`src/hw/seep_pkg.sv`:
```
// package of constants, types and state layout for the serial eeprom device
package seep_pkg;
  // array shape
  localparam int WORDS = 64;
  localparam int WORD_W = 16;
  localparam int ADDR_W = 6;
  localparam int CMD_W = 8;
  localparam int CNT_W = 4;
  // opcodes and sub-codes of the 00 group
  localparam logic [1:0] OPC_EXT = 2'h0;
  localparam logic [1:0] OPC_WRITE = 2'h1;
  localparam logic [1:0] OPC_READ = 2'h2;
  localparam logic [1:0] OPC_ERASE = 2'h3;
  localparam logic [1:0] SUB_DISABLE = 2'h0;
  localparam logic [1:0] SUB_FILL = 2'h1;
  localparam logic [1:0] SUB_CLEAR = 2'h2;
  localparam logic [1:0] SUB_ENABLE = 2'h3;
  // erased value and last bit indices
  localparam logic [WORD_W-1:0] ERASED_WORD = 16'hffff;
  localparam logic [CNT_W-1:0] LAST_DATA_BIT = 4'hf;
  localparam logic [CNT_W-1:0] LAST_CMD_BIT = 4'h7;
  // self-timed programming cycle
  localparam int CLK_PERIOD_PS = 4000;
  localparam longint PROG_TIME_NS = 10_000_000;
  localparam int PROG_CYCLES = int'((PROG_TIME_NS * 1000) / CLK_PERIOD_PS);
  localparam int TIMER_W = 22;
  // controller states
  typedef enum logic [2:0] {
    ST_IDLE,
    ST_CMD,
    ST_DATA,
    ST_ARMED,
    ST_READ,
    ST_SKIP,
    ST_BUSY
  } seep_state_e;
  // programming operations
  typedef enum logic [1:0] {
    OP_WORD,
    OP_ERASE,
    OP_FILL,
    OP_CLEAR
  } seep_op_e;
  // serial pins from the host
  typedef struct packed {
    logic chip_select;
    logic serial_clock;
    logic serial_in;
  } seep_pins_s;
  // whole state of the device
  typedef struct packed {
    seep_state_e st;
    seep_op_e op;
    logic sk_prev;
    logic cs_prev;
    logic [CNT_W-1:0] cnt;
    logic [CMD_W-1:0] cmd;
    logic [ADDR_W-1:0] word_address;
    logic [WORD_W-1:0] data_word;
    logic out_bit;
    logic wel;
    logic status;
    logic [TIMER_W-1:0] timer;
    logic [WORDS-1:0][WORD_W-1:0] mem;
  } seep_regs_s;
endpackage : seep_pkg

```
`src/hw/seep_device.sv`:
```
// three-wire serial eeprom device: 64 words of 16 bits with self-timed programming
`timescale 1ns/1ps
// What this block does
// - sixty-four words of sixteen bits, six-bit address
// - start bit, opcode, address, then data
// - static: state held while serial clock stops
// - read loads word, sends dummy zero first
// - read output changes on serial clock rise
// - only read returns data bits
// - write is opcode 01, address, sixteen bits
// - erase is opcode 11 plus address
// - 00 11xxxx sets write-enable latch
// - 00 00xxxx clears write-enable latch
// - 00 01xxxx plus data fills all words
// - 00 10xxxx clears whole array
// - last sixteen shifted bits are the data
// - program only with latch set, supply ok
// - word write erases then programs, one cycle
// - chip select high shows busy/ready after start
// - latch clear at power-up
// - output high impedance while chip select low
// - read keeps streaming following words
// - read address increments, wraps to zero
// - chip select fall starts programming cycle
// - status zero while busy, one when done
// - erase and clear-all set bits to one
module seep_device #(
  parameter int PROG_CYCLES = seep_pkg::PROG_CYCLES
) (
  // clock and reset
  input wire logic clock_in,
  input wire logic rst_b_in,
  // serial pins from the host
  input wire seep_pkg::seep_pins_s pins_in,
  // supply above lockout level
  input wire logic supply_lockout_level_ok_in,
  // serial output pin, split into level and enable
  output logic serial_out_out,
  output logic serial_out_oe_out
);
  import seep_pkg::*;

  seep_regs_s q;
  seep_regs_s d;
  logic sk_rise;
  logic cs_fall;
  logic cs;
  logic di;

  ////////////////////////////////////////////////////////////////////////////
  // helpers

  // next word address with wrap from top to zero
  function automatic logic [ADDR_W-1:0] next_addr(input logic [ADDR_W-1:0] a);
    return a + 6'h01;
  endfunction : next_addr

  // pin events, all sampled in the system clock
  assign cs = pins_in.chip_select;
  assign di = pins_in.serial_in;
  assign sk_rise = pins_in.serial_clock & ~q.sk_prev;
  assign cs_fall = ~cs & q.cs_prev;

  ////////////////////////////////////////////////////////////////////////////
  // next state

  // instruction decode, shifting, programming timer
  always_comb begin
    d = q;
    d.sk_prev = pins_in.serial_clock;
    d.cs_prev = cs;
    case (q.st)
      ST_BUSY: begin
        if (q.timer == '0) begin
          // apply the operation at the end of the self-timed cycle
          case (q.op)
            OP_WORD: d.mem[q.word_address] = q.data_word;
            OP_ERASE: d.mem[q.word_address] = ERASED_WORD;
            OP_FILL: begin
              for (int i = 0; i < WORDS; i++) begin
                d.mem[i] = q.data_word;
              end
            end
            default: begin
              for (int i = 0; i < WORDS; i++) begin
                d.mem[i] = ERASED_WORD;
              end
            end
          endcase
          d.st = ST_IDLE;
        end else begin
          d.timer = q.timer - 22'h000001;
        end
      end
      default: begin
        if (!cs) begin
          d.st = ST_IDLE;
          if (cs_fall && (q.st == ST_DATA || q.st == ST_ARMED)) begin
            if (q.wel && supply_lockout_level_ok_in) begin
              d.st = ST_BUSY;
              d.timer = TIMER_W'(PROG_CYCLES - 1);
              d.status = 1'b1;
            end
          end
        end else if (sk_rise) begin
          case (q.st)
            ST_IDLE: begin
              if (di) begin
                d.st = ST_CMD;
                d.cnt = '0;
                d.status = 1'b0;
              end
            end
            ST_CMD: begin
              d.cmd = {q.cmd[CMD_W-2:0], di};
              d.cnt = q.cnt + 4'h1;
              if (q.cnt == LAST_CMD_BIT) begin
                d.word_address = d.cmd[ADDR_W-1:0];
                d.cnt = '0;
                case (d.cmd[CMD_W-1:CMD_W-2])
                  OPC_READ: begin
                    d.st = ST_READ;
                    d.data_word = q.mem[d.cmd[ADDR_W-1:0]];
                    d.out_bit = 1'b0;
                  end
                  OPC_WRITE: begin
                    d.st = ST_DATA;
                    d.op = OP_WORD;
                  end
                  OPC_ERASE: begin
                    d.st = ST_ARMED;
                    d.op = OP_ERASE;
                  end
                  default: begin
                    case (d.cmd[ADDR_W-1:ADDR_W-2])
                      SUB_ENABLE: begin
                        d.wel = 1'b1;
                        d.st = ST_SKIP;
                      end
                      SUB_DISABLE: begin
                        d.wel = 1'b0;
                        d.st = ST_SKIP;
                      end
                      SUB_FILL: begin
                        d.st = ST_DATA;
                        d.op = OP_FILL;
                      end
                      default: begin
                        d.st = ST_ARMED;
                        d.op = OP_CLEAR;
                      end
                    endcase
                  end
                endcase
              end
            end
            ST_DATA: begin
              d.data_word = {q.data_word[WORD_W-2:0], di};
            end
            ST_READ: begin
              d.out_bit = q.data_word[WORD_W-1];
              d.data_word = {q.data_word[WORD_W-2:0], 1'b0};
              d.cnt = q.cnt + 4'h1;
              if (q.cnt == LAST_DATA_BIT) begin
                d.word_address = next_addr(q.word_address);
                d.data_word = q.mem[next_addr(q.word_address)];
                d.cnt = '0;
              end
            end
            default: begin
              d.st = q.st;
            end
          endcase
        end
      end
    endcase
  end

  ////////////////////////////////////////////////////////////////////////////
  // state register

  // array powers up erased, latch cleared
  always_ff @(posedge clock_in or negedge rst_b_in) begin
    if (!rst_b_in) begin
      q <= '0;
      q.mem <= '1;
    end else begin
      q <= d;
    end
  end

  ////////////////////////////////////////////////////////////////////////////
  // serial output

  // data only during read, otherwise busy/ready once programming started
  assign serial_out_oe_out = cs & ((q.st == ST_READ) | q.status);
  assign serial_out_out = (q.st == ST_READ) ? q.out_bit : (q.st != ST_BUSY);

  ////////////////////////////////////////////////////////////////////////////
  // assertions

  property p_hiz_when_deselected;
    @(posedge clock_in) disable iff (!rst_b_in)
      !cs |-> !serial_out_oe_out;
  endproperty
  a_hiz_when_deselected: assert property (p_hiz_when_deselected) else $error("output driven while deselected");

  property p_dummy_zero;
    @(posedge clock_in) disable iff (!rst_b_in)
      (q.st == ST_READ) && ($past(q.st) == ST_CMD) && cs |-> serial_out_oe_out && !serial_out_out;
  endproperty
  a_dummy_zero: assert property (p_dummy_zero) else $error("read did not start with dummy zero");

  property p_read_changes_on_rise;
    @(posedge clock_in) disable iff (!rst_b_in)
      (q.st == ST_READ) && $past(q.st == ST_READ) && !$past(sk_rise) |-> $stable(q.out_bit);
  endproperty
  a_read_changes_on_rise: assert property (p_read_changes_on_rise) else $error("read output moved without clock rise");

  property p_only_read_drives_data;
    @(posedge clock_in) disable iff (!rst_b_in)
      serial_out_oe_out && (q.st != ST_READ) |-> q.status && (serial_out_out == (q.st != ST_BUSY));
  endproperty
  a_only_read_drives_data: assert property (p_only_read_drives_data) else $error("data driven outside read");

  property p_program_needs_latch;
    @(posedge clock_in) disable iff (!rst_b_in)
      (q.st == ST_BUSY) && ($past(q.st) != ST_BUSY) |-> $past(q.wel) && $past(supply_lockout_level_ok_in);
  endproperty
  a_program_needs_latch: assert property (p_program_needs_latch) else $error("programming started while locked");

  property p_timer_bound;
    @(posedge clock_in) disable iff (!rst_b_in)
      (q.st == ST_BUSY) |-> (int'(q.timer) < PROG_CYCLES);
  endproperty
  a_timer_bound: assert property (p_timer_bound) else $error("programming timer beyond limit");

  property p_busy_status;
    @(posedge clock_in) disable iff (!rst_b_in)
      (q.st == ST_BUSY) && cs |-> serial_out_oe_out && !serial_out_out;
  endproperty
  a_busy_status: assert property (p_busy_status) else $error("busy not shown as zero");

  property p_erase_ones;
    @(posedge clock_in) disable iff (!rst_b_in)
      (q.st == ST_BUSY) && (q.timer == '0) && (q.op == OP_ERASE) |=> (q.mem[q.word_address] == ERASED_WORD);
  endproperty
  a_erase_ones: assert property (p_erase_ones) else $error("erased word not all ones");

  property p_read_wraps;
    @(posedge clock_in) disable iff (!rst_b_in)
      (q.st == ST_READ) && cs && sk_rise && (q.cnt == LAST_DATA_BIT)
        |=> (q.word_address == next_addr($past(q.word_address))) && (q.cnt == '0);
  endproperty
  a_read_wraps: assert property (p_read_wraps) else $error("read address did not advance");

  property p_start_on_cs_fall;
    @(posedge clock_in) disable iff (!rst_b_in)
      (q.st == ST_BUSY) && ($past(q.st) != ST_BUSY) |-> $past(cs_fall);
  endproperty
  a_start_on_cs_fall: assert property (p_start_on_cs_fall) else $error("programming began without chip select fall");

  property p_latch_by_instr;
    @(posedge clock_in) disable iff (!rst_b_in)
      $changed(q.wel) |-> $past(q.st == ST_CMD) && $past(sk_rise && cs) && $past(q.cnt == LAST_CMD_BIT);
  endproperty
  a_latch_by_instr: assert property (p_latch_by_instr) else $error("latch moved outside an instruction");

  property p_refused_start;
    @(posedge clock_in) disable iff (!rst_b_in)
      cs_fall && ((q.st == ST_DATA) || (q.st == ST_ARMED)) && !(q.wel && supply_lockout_level_ok_in)
        |=> (q.st == ST_IDLE) && !q.status;
  endproperty
  a_refused_start: assert property (p_refused_start) else $error("locked programming was started");

  property p_mem_only_at_end;
    @(posedge clock_in) disable iff (!rst_b_in)
      !$stable(q.mem) |-> $past(q.st == ST_BUSY) && $past(q.timer == '0);
  endproperty
  a_mem_only_at_end: assert property (p_mem_only_at_end) else $error("array changed outside programming");

  property p_word_write;
    @(posedge clock_in) disable iff (!rst_b_in)
      (q.st == ST_BUSY) && (q.timer == '0) && (q.op == OP_WORD) |=> (q.mem[q.word_address] == $past(q.data_word));
  endproperty
  a_word_write: assert property (p_word_write) else $error("word write did not land");

  property p_fill_all;
    @(posedge clock_in) disable iff (!rst_b_in)
      (q.st == ST_BUSY) && (q.timer == '0) && (q.op == OP_FILL)
        |=> (q.mem[0] == $past(q.data_word)) && (q.mem[WORDS-1] == $past(q.data_word));
  endproperty
  a_fill_all: assert property (p_fill_all) else $error("fill did not reach the whole array");

  property p_clear_all;
    @(posedge clock_in) disable iff (!rst_b_in)
      (q.st == ST_BUSY) && (q.timer == '0) && (q.op == OP_CLEAR)
        |=> (q.mem[0] == ERASED_WORD) && (q.mem[WORDS-1] == ERASED_WORD);
  endproperty
  a_clear_all: assert property (p_clear_all) else $error("clear did not erase the whole array");

  property p_ready_after_busy;
    @(posedge clock_in) disable iff (!rst_b_in)
      (q.st == ST_BUSY) && (q.timer == '0) |=> (q.st == ST_IDLE) && q.status;
  endproperty
  a_ready_after_busy: assert property (p_ready_after_busy) else $error("ready not shown after programming");
endmodule : seep_device

```
`config.mk`:
```
export PLATFORM = sky130hd
export DESIGN_NAME = seep_device
export DESIGN_NICKNAME = d
export VERILOG_FILES = /design/src/hw/seep_pkg.sv /design/src/hw/seep_device.sv
export SDC_FILE = /design/constraint.sdc
export NUM_CORES = 2
export LEC_CHECK = 0
export BUFFER_PORTS_ARGS = -buffer_cell sky130_fd_sc_hd__clkbuf_2
export CAP_MARGIN = 30
export CORE_MARGIN = 10
export CORE_UTILIZATION = 60
export DETAILED_ROUTE_END_ITERATION = 7
export GPL_ROUTABILITY_DRIVEN = 0
export MAX_ROUTING_LAYER = met4
export PLACE_DENSITY = 0.78
export SYNTH_ARGS = -nofsm -noshare
export SYNTH_HDL_FRONTEND = slang
export SYNTH_SLANG_ARGS = --single-unit
export TNS_END_PERCENT = 30
```
`constraint.sdc`:
```
create_clock -name clock_in -period 4.25 [get_ports clock_in]
set_clock_uncertainty 0.1 [all_clocks]
set_input_delay 0.85 -clock clock_in [delete_from_list [all_inputs] [get_ports clock_in]]
set_output_delay 0.85 -clock clock_in [all_outputs]
set_load 0.02 [all_outputs]
```
==> metrics.md <==
| Metric | Value |
|---|---|
| TritonCTS Sinks | `1089` |
| Max reg flops | `1089` |
| Post-cts resize count | `1` |
| Pwr/cell area | `376.2 mW/mm^2` |
| Clock slew at reported path FFs | `0.06 ns` |
| Die extent in x | `338.4 um` |
| Maximum buffer depth of the clock tree | `3` |
| Detail Placement HPWL | `124900 um` |
| Top post-synthesis cells by area | `dfstp_2, mux4_2, a21oi_1` |
| CTS tree | `yes` |
| Crit Path Max Fanout | `28` |
| Setup slack after layout | `0.01386 ns` |
| Async SR Flop Fraction | `1.000` |
| Leading cell type in the layout, fill and taps excluded | `nor2_1` |
| Most used DFF post-synth | `dfstp_2` |
| Area grow syn2layout | `8.020%` |
| Commonest cells after routing, fill and taps aside | `nor2_1, dfstp_2, a21oi_1` |
| Total iterations of the first detailed-routing run | `8` |
| Port Buf Inserts | `7` |
| Root Buffer | `clkbuf_16` |
| Tightest Hold Check Type | `input pin to async pin` |
| Routed wire length | `195800 um` |
| Status | `finished with violations` |
| Final Hold Fails | `0` |
| Critical Path Start Type | `flip-flop` |
| Die H | `338.4 um` |
| Hold_buf cts | `0` |
| Cell Area, Placed | `0.06151 sq mm` |
| Iteration-0 DRC Markers | `6529` |
| Final Cycle Share | `0.9967` |
| Final setup fails | `0` |
| CP arrival | `4.77 ns` |
| RSZ-0062 raised after global routing | `no` |
| Clk_lat worst skew | `0.74 ns` |
| Seq cells post-synth | `1089` |
| CP bufs+invs | `2` |
| Critical Path, Cell by Cell | `buf_12 > buf_4 > mux2i_1 > a22o_1 > a221oi_1 > o22ai_1 > a2111oi_1 > a2111oi_0 > a31oi_1` |
| DR vias/cell | `6.972` |
| Crit path max-delay family | `compound AO/OA/AOI/OAI gates` |
| Gate Count Post-Synth | `5517` |
| Largest registers | `q (1089)` |
| YS warnings | `0` |
| Initial antenna violation count | `12` |
| Worst slew margin | `0.1273` |
| Core Rows | `116` |
| Most flops, register | `q` |
| H-tree depth | `3` |
| Finished Cell Area | `0.06569 sq mm` |
| Pleak | `0.02471 uW` |
| Layout Nets | `5315` |
| Total GRT Usage | `0.3428` |
| Grt total ovfl | `0` |
| Total CTS buffers | `115` |
| Failing checks | `DRC` |
| Post-synth cell types | `59` |
| Largest net degree at the start of global routing | `112` |
| Post-CTS setup buffer count | `0` |
| DRC Markers | `1` |
| Fin util | `0.6550` |
| Seq/Total Area, Yosys | `0.4692` |
| Netlist area before placement | `0.06081 sq mm` |
| Synth area leader | `dfstp_2` |
| Final slew viol count | `0` |
| Syn avg cell area | `11.02 sq um` |
| Max_cap viols | `0` |
| Final Critical Period | `4.236 ns` |
| Vias in the first global route | `45973` |
| Core area | `0.1003 sq mm` |
| First-pass GRT wire length | `295000 um` |
| Crit. End Element | `flip-flop` |
| Req. time, crit path | `4.79 ns` |
| CP max stage cell | `dfrtp_4` |
| Initial Utilization | `0.6064` |
| Worst vdd ir | `0.0003918 V` |
| DR WL/cell | `28.91 um` |
| FILL cells | `7288` |
| Total number of vias | `47223` |
| I/O pins | `8` |
| Kind of critical path | `flip-flop to flip-flop` |
| Max Fclk | `0.2361 GHz` |
| Post-Syn Nets | `5529` |
| Share of cells above drive strength 1 | `0.3857` |
| Routed Antenna Nets | `0` |
| EDFF count, synth | `0` |
| Top-area cell type share of the netlist area | `0.4424` |
| Largest stage delay on the critical path | `0.87 ns` |
| Die area | `0.1145 sq mm` |
| Slew at the pin with the worst max-slew slack | `1.309 ns` |
| Place WS | `-0.05208 ns` |
-- through the flow --
| stage | std cells | TNS [ns] | power [uW] | hold WS (ns) |
|---|---|---|---|---|
| 4_1_cts | 6754 | 0 | 24570 | 0.08723 |
| 2_1_floorplan | 5517 | 0 | 12490 | 0.3640 |
| 5_1_grt | 6772 | 0 | 25190 | 0.1178 |
| 6_report | 6773 | 0 | 24710 | 0.08167 |
| 3_5_place_dp | 6537 | -0.05750 | 13840 | 0.3803 |
| 3_3_place_gp | 6524 | -0.7228 | 13790 | 0.3751 |
-- logic make-up (layout without fill, tap and decap cells) --
logic type | count (synthesis) | after routing | share of synthesized area
buffers and inverters | 549 | 435 | 0.05559
muxes | 763 | 763 | 0.1952
adders and majority gates | 6 | 6 | 0.001234
and+or+nand+nor | 1567 | 1567 | 0.1195
DFF | 1089 | 1089 | 0.4692
AOI/OAI and AO/OA | 1519 | 1519 | 0.1558
xor gates and xnor gates | 24 | 24 | 0.003456
other | 0 | 13 | 0
-- cell type report --
cell class	count	area, sq um	area share
Tap cell	1357	1698	0.02585
Multi-Input combinational cell	3879	29130	0.4435
Timing Repair Buffer	206	2168	0.03301
Clock buffer	164	3418	0.05204
Clock inverter	53	649.4	0.009885
Sequential cell	1089	28550	0.4346
Antenna cell	13	32.53	0.0004952
Inverter	12	45.04	0.0006857
-- power breakdown --
group	internal [uW]	switching, uW
Combinational	1100	2200
Sequential	10400	129
Clock	6390	4460
-- worst reg2reg max path, stage by stage (launching register included) --
cell       delay, ns
dfrtp_4         0.87
buf_12          0.32
buf_4           0.31
mux2i_1         0.10
a22o_1          0.24
a221oi_1        0.84
o22ai_1         0.20
a2111oi_1       0.79
a2111oi_0       0.16
a31oi_1         0.22
-- synth_stat cells, types with 8 or more instances --
master     number
mux2i_1       421
buf_1          22
clkbuf_1      196
a21oi_1       904
a211oi_1        9
xnor2_1        18
nor2b_1         9
nand3_1        59
buf_6          84
o21ai_0        41
dfstp_2      1024
or3_1           9
nor2_1       1101
nand2b_1        8
a22o_1         64
nand4_1        31
a22oi_1        68
mux4_2        338
nor3_1         18
inv_1          10
a2111oi_0      48
a32oi_1        12
a21oi_2       218
buf_4         122
buf_2         107
dfrtp_1        65
a31oi_1        32
nor2_8         60
o22ai_1        34
nand2_1       223
and2_1         12
a221oi_1       64
-- metal layers --
| metal | up-vias | part of all wire | track usage |
|---|---|---|---|
| li1 | 19570 | - | - |
| met1 | 23547 | 0.36 | 0.4245 |
| met2 | 3282 | 0.44 | 0.4856 |
| met3 | 824 | 0.13 | 0.1192 |
| met4 | 0 | 0.070 | 0.1978 |
| met5 | - | 0 | - |
-- worst paths after layout --
kind,startpoint,end,slack (ns),cells past startpoint
min reg2reg,q[502]$_DFFE_PN1P_,q[502]$_DFFE_PN1P_,0.39,2
max,q[1071]$_DFFE_PN0P_,q[1056]$_DFFE_PN0P_,0.01,9
min,rst_b_in,q[1045]$_DFFE_PN0P_,0.08,1
min in group clock_in,pins_in[1],q[1084]$_DFF_PN0_,0.13,1
max in group asynchronous,rst_b_in,q[597]$_DFFE_PN1P_,2.72,2
max reg2reg,q[1071]$_DFFE_PN0P_,q[1056]$_DFFE_PN0P_,0.01,9
Power figures use the tool's default switching activity.
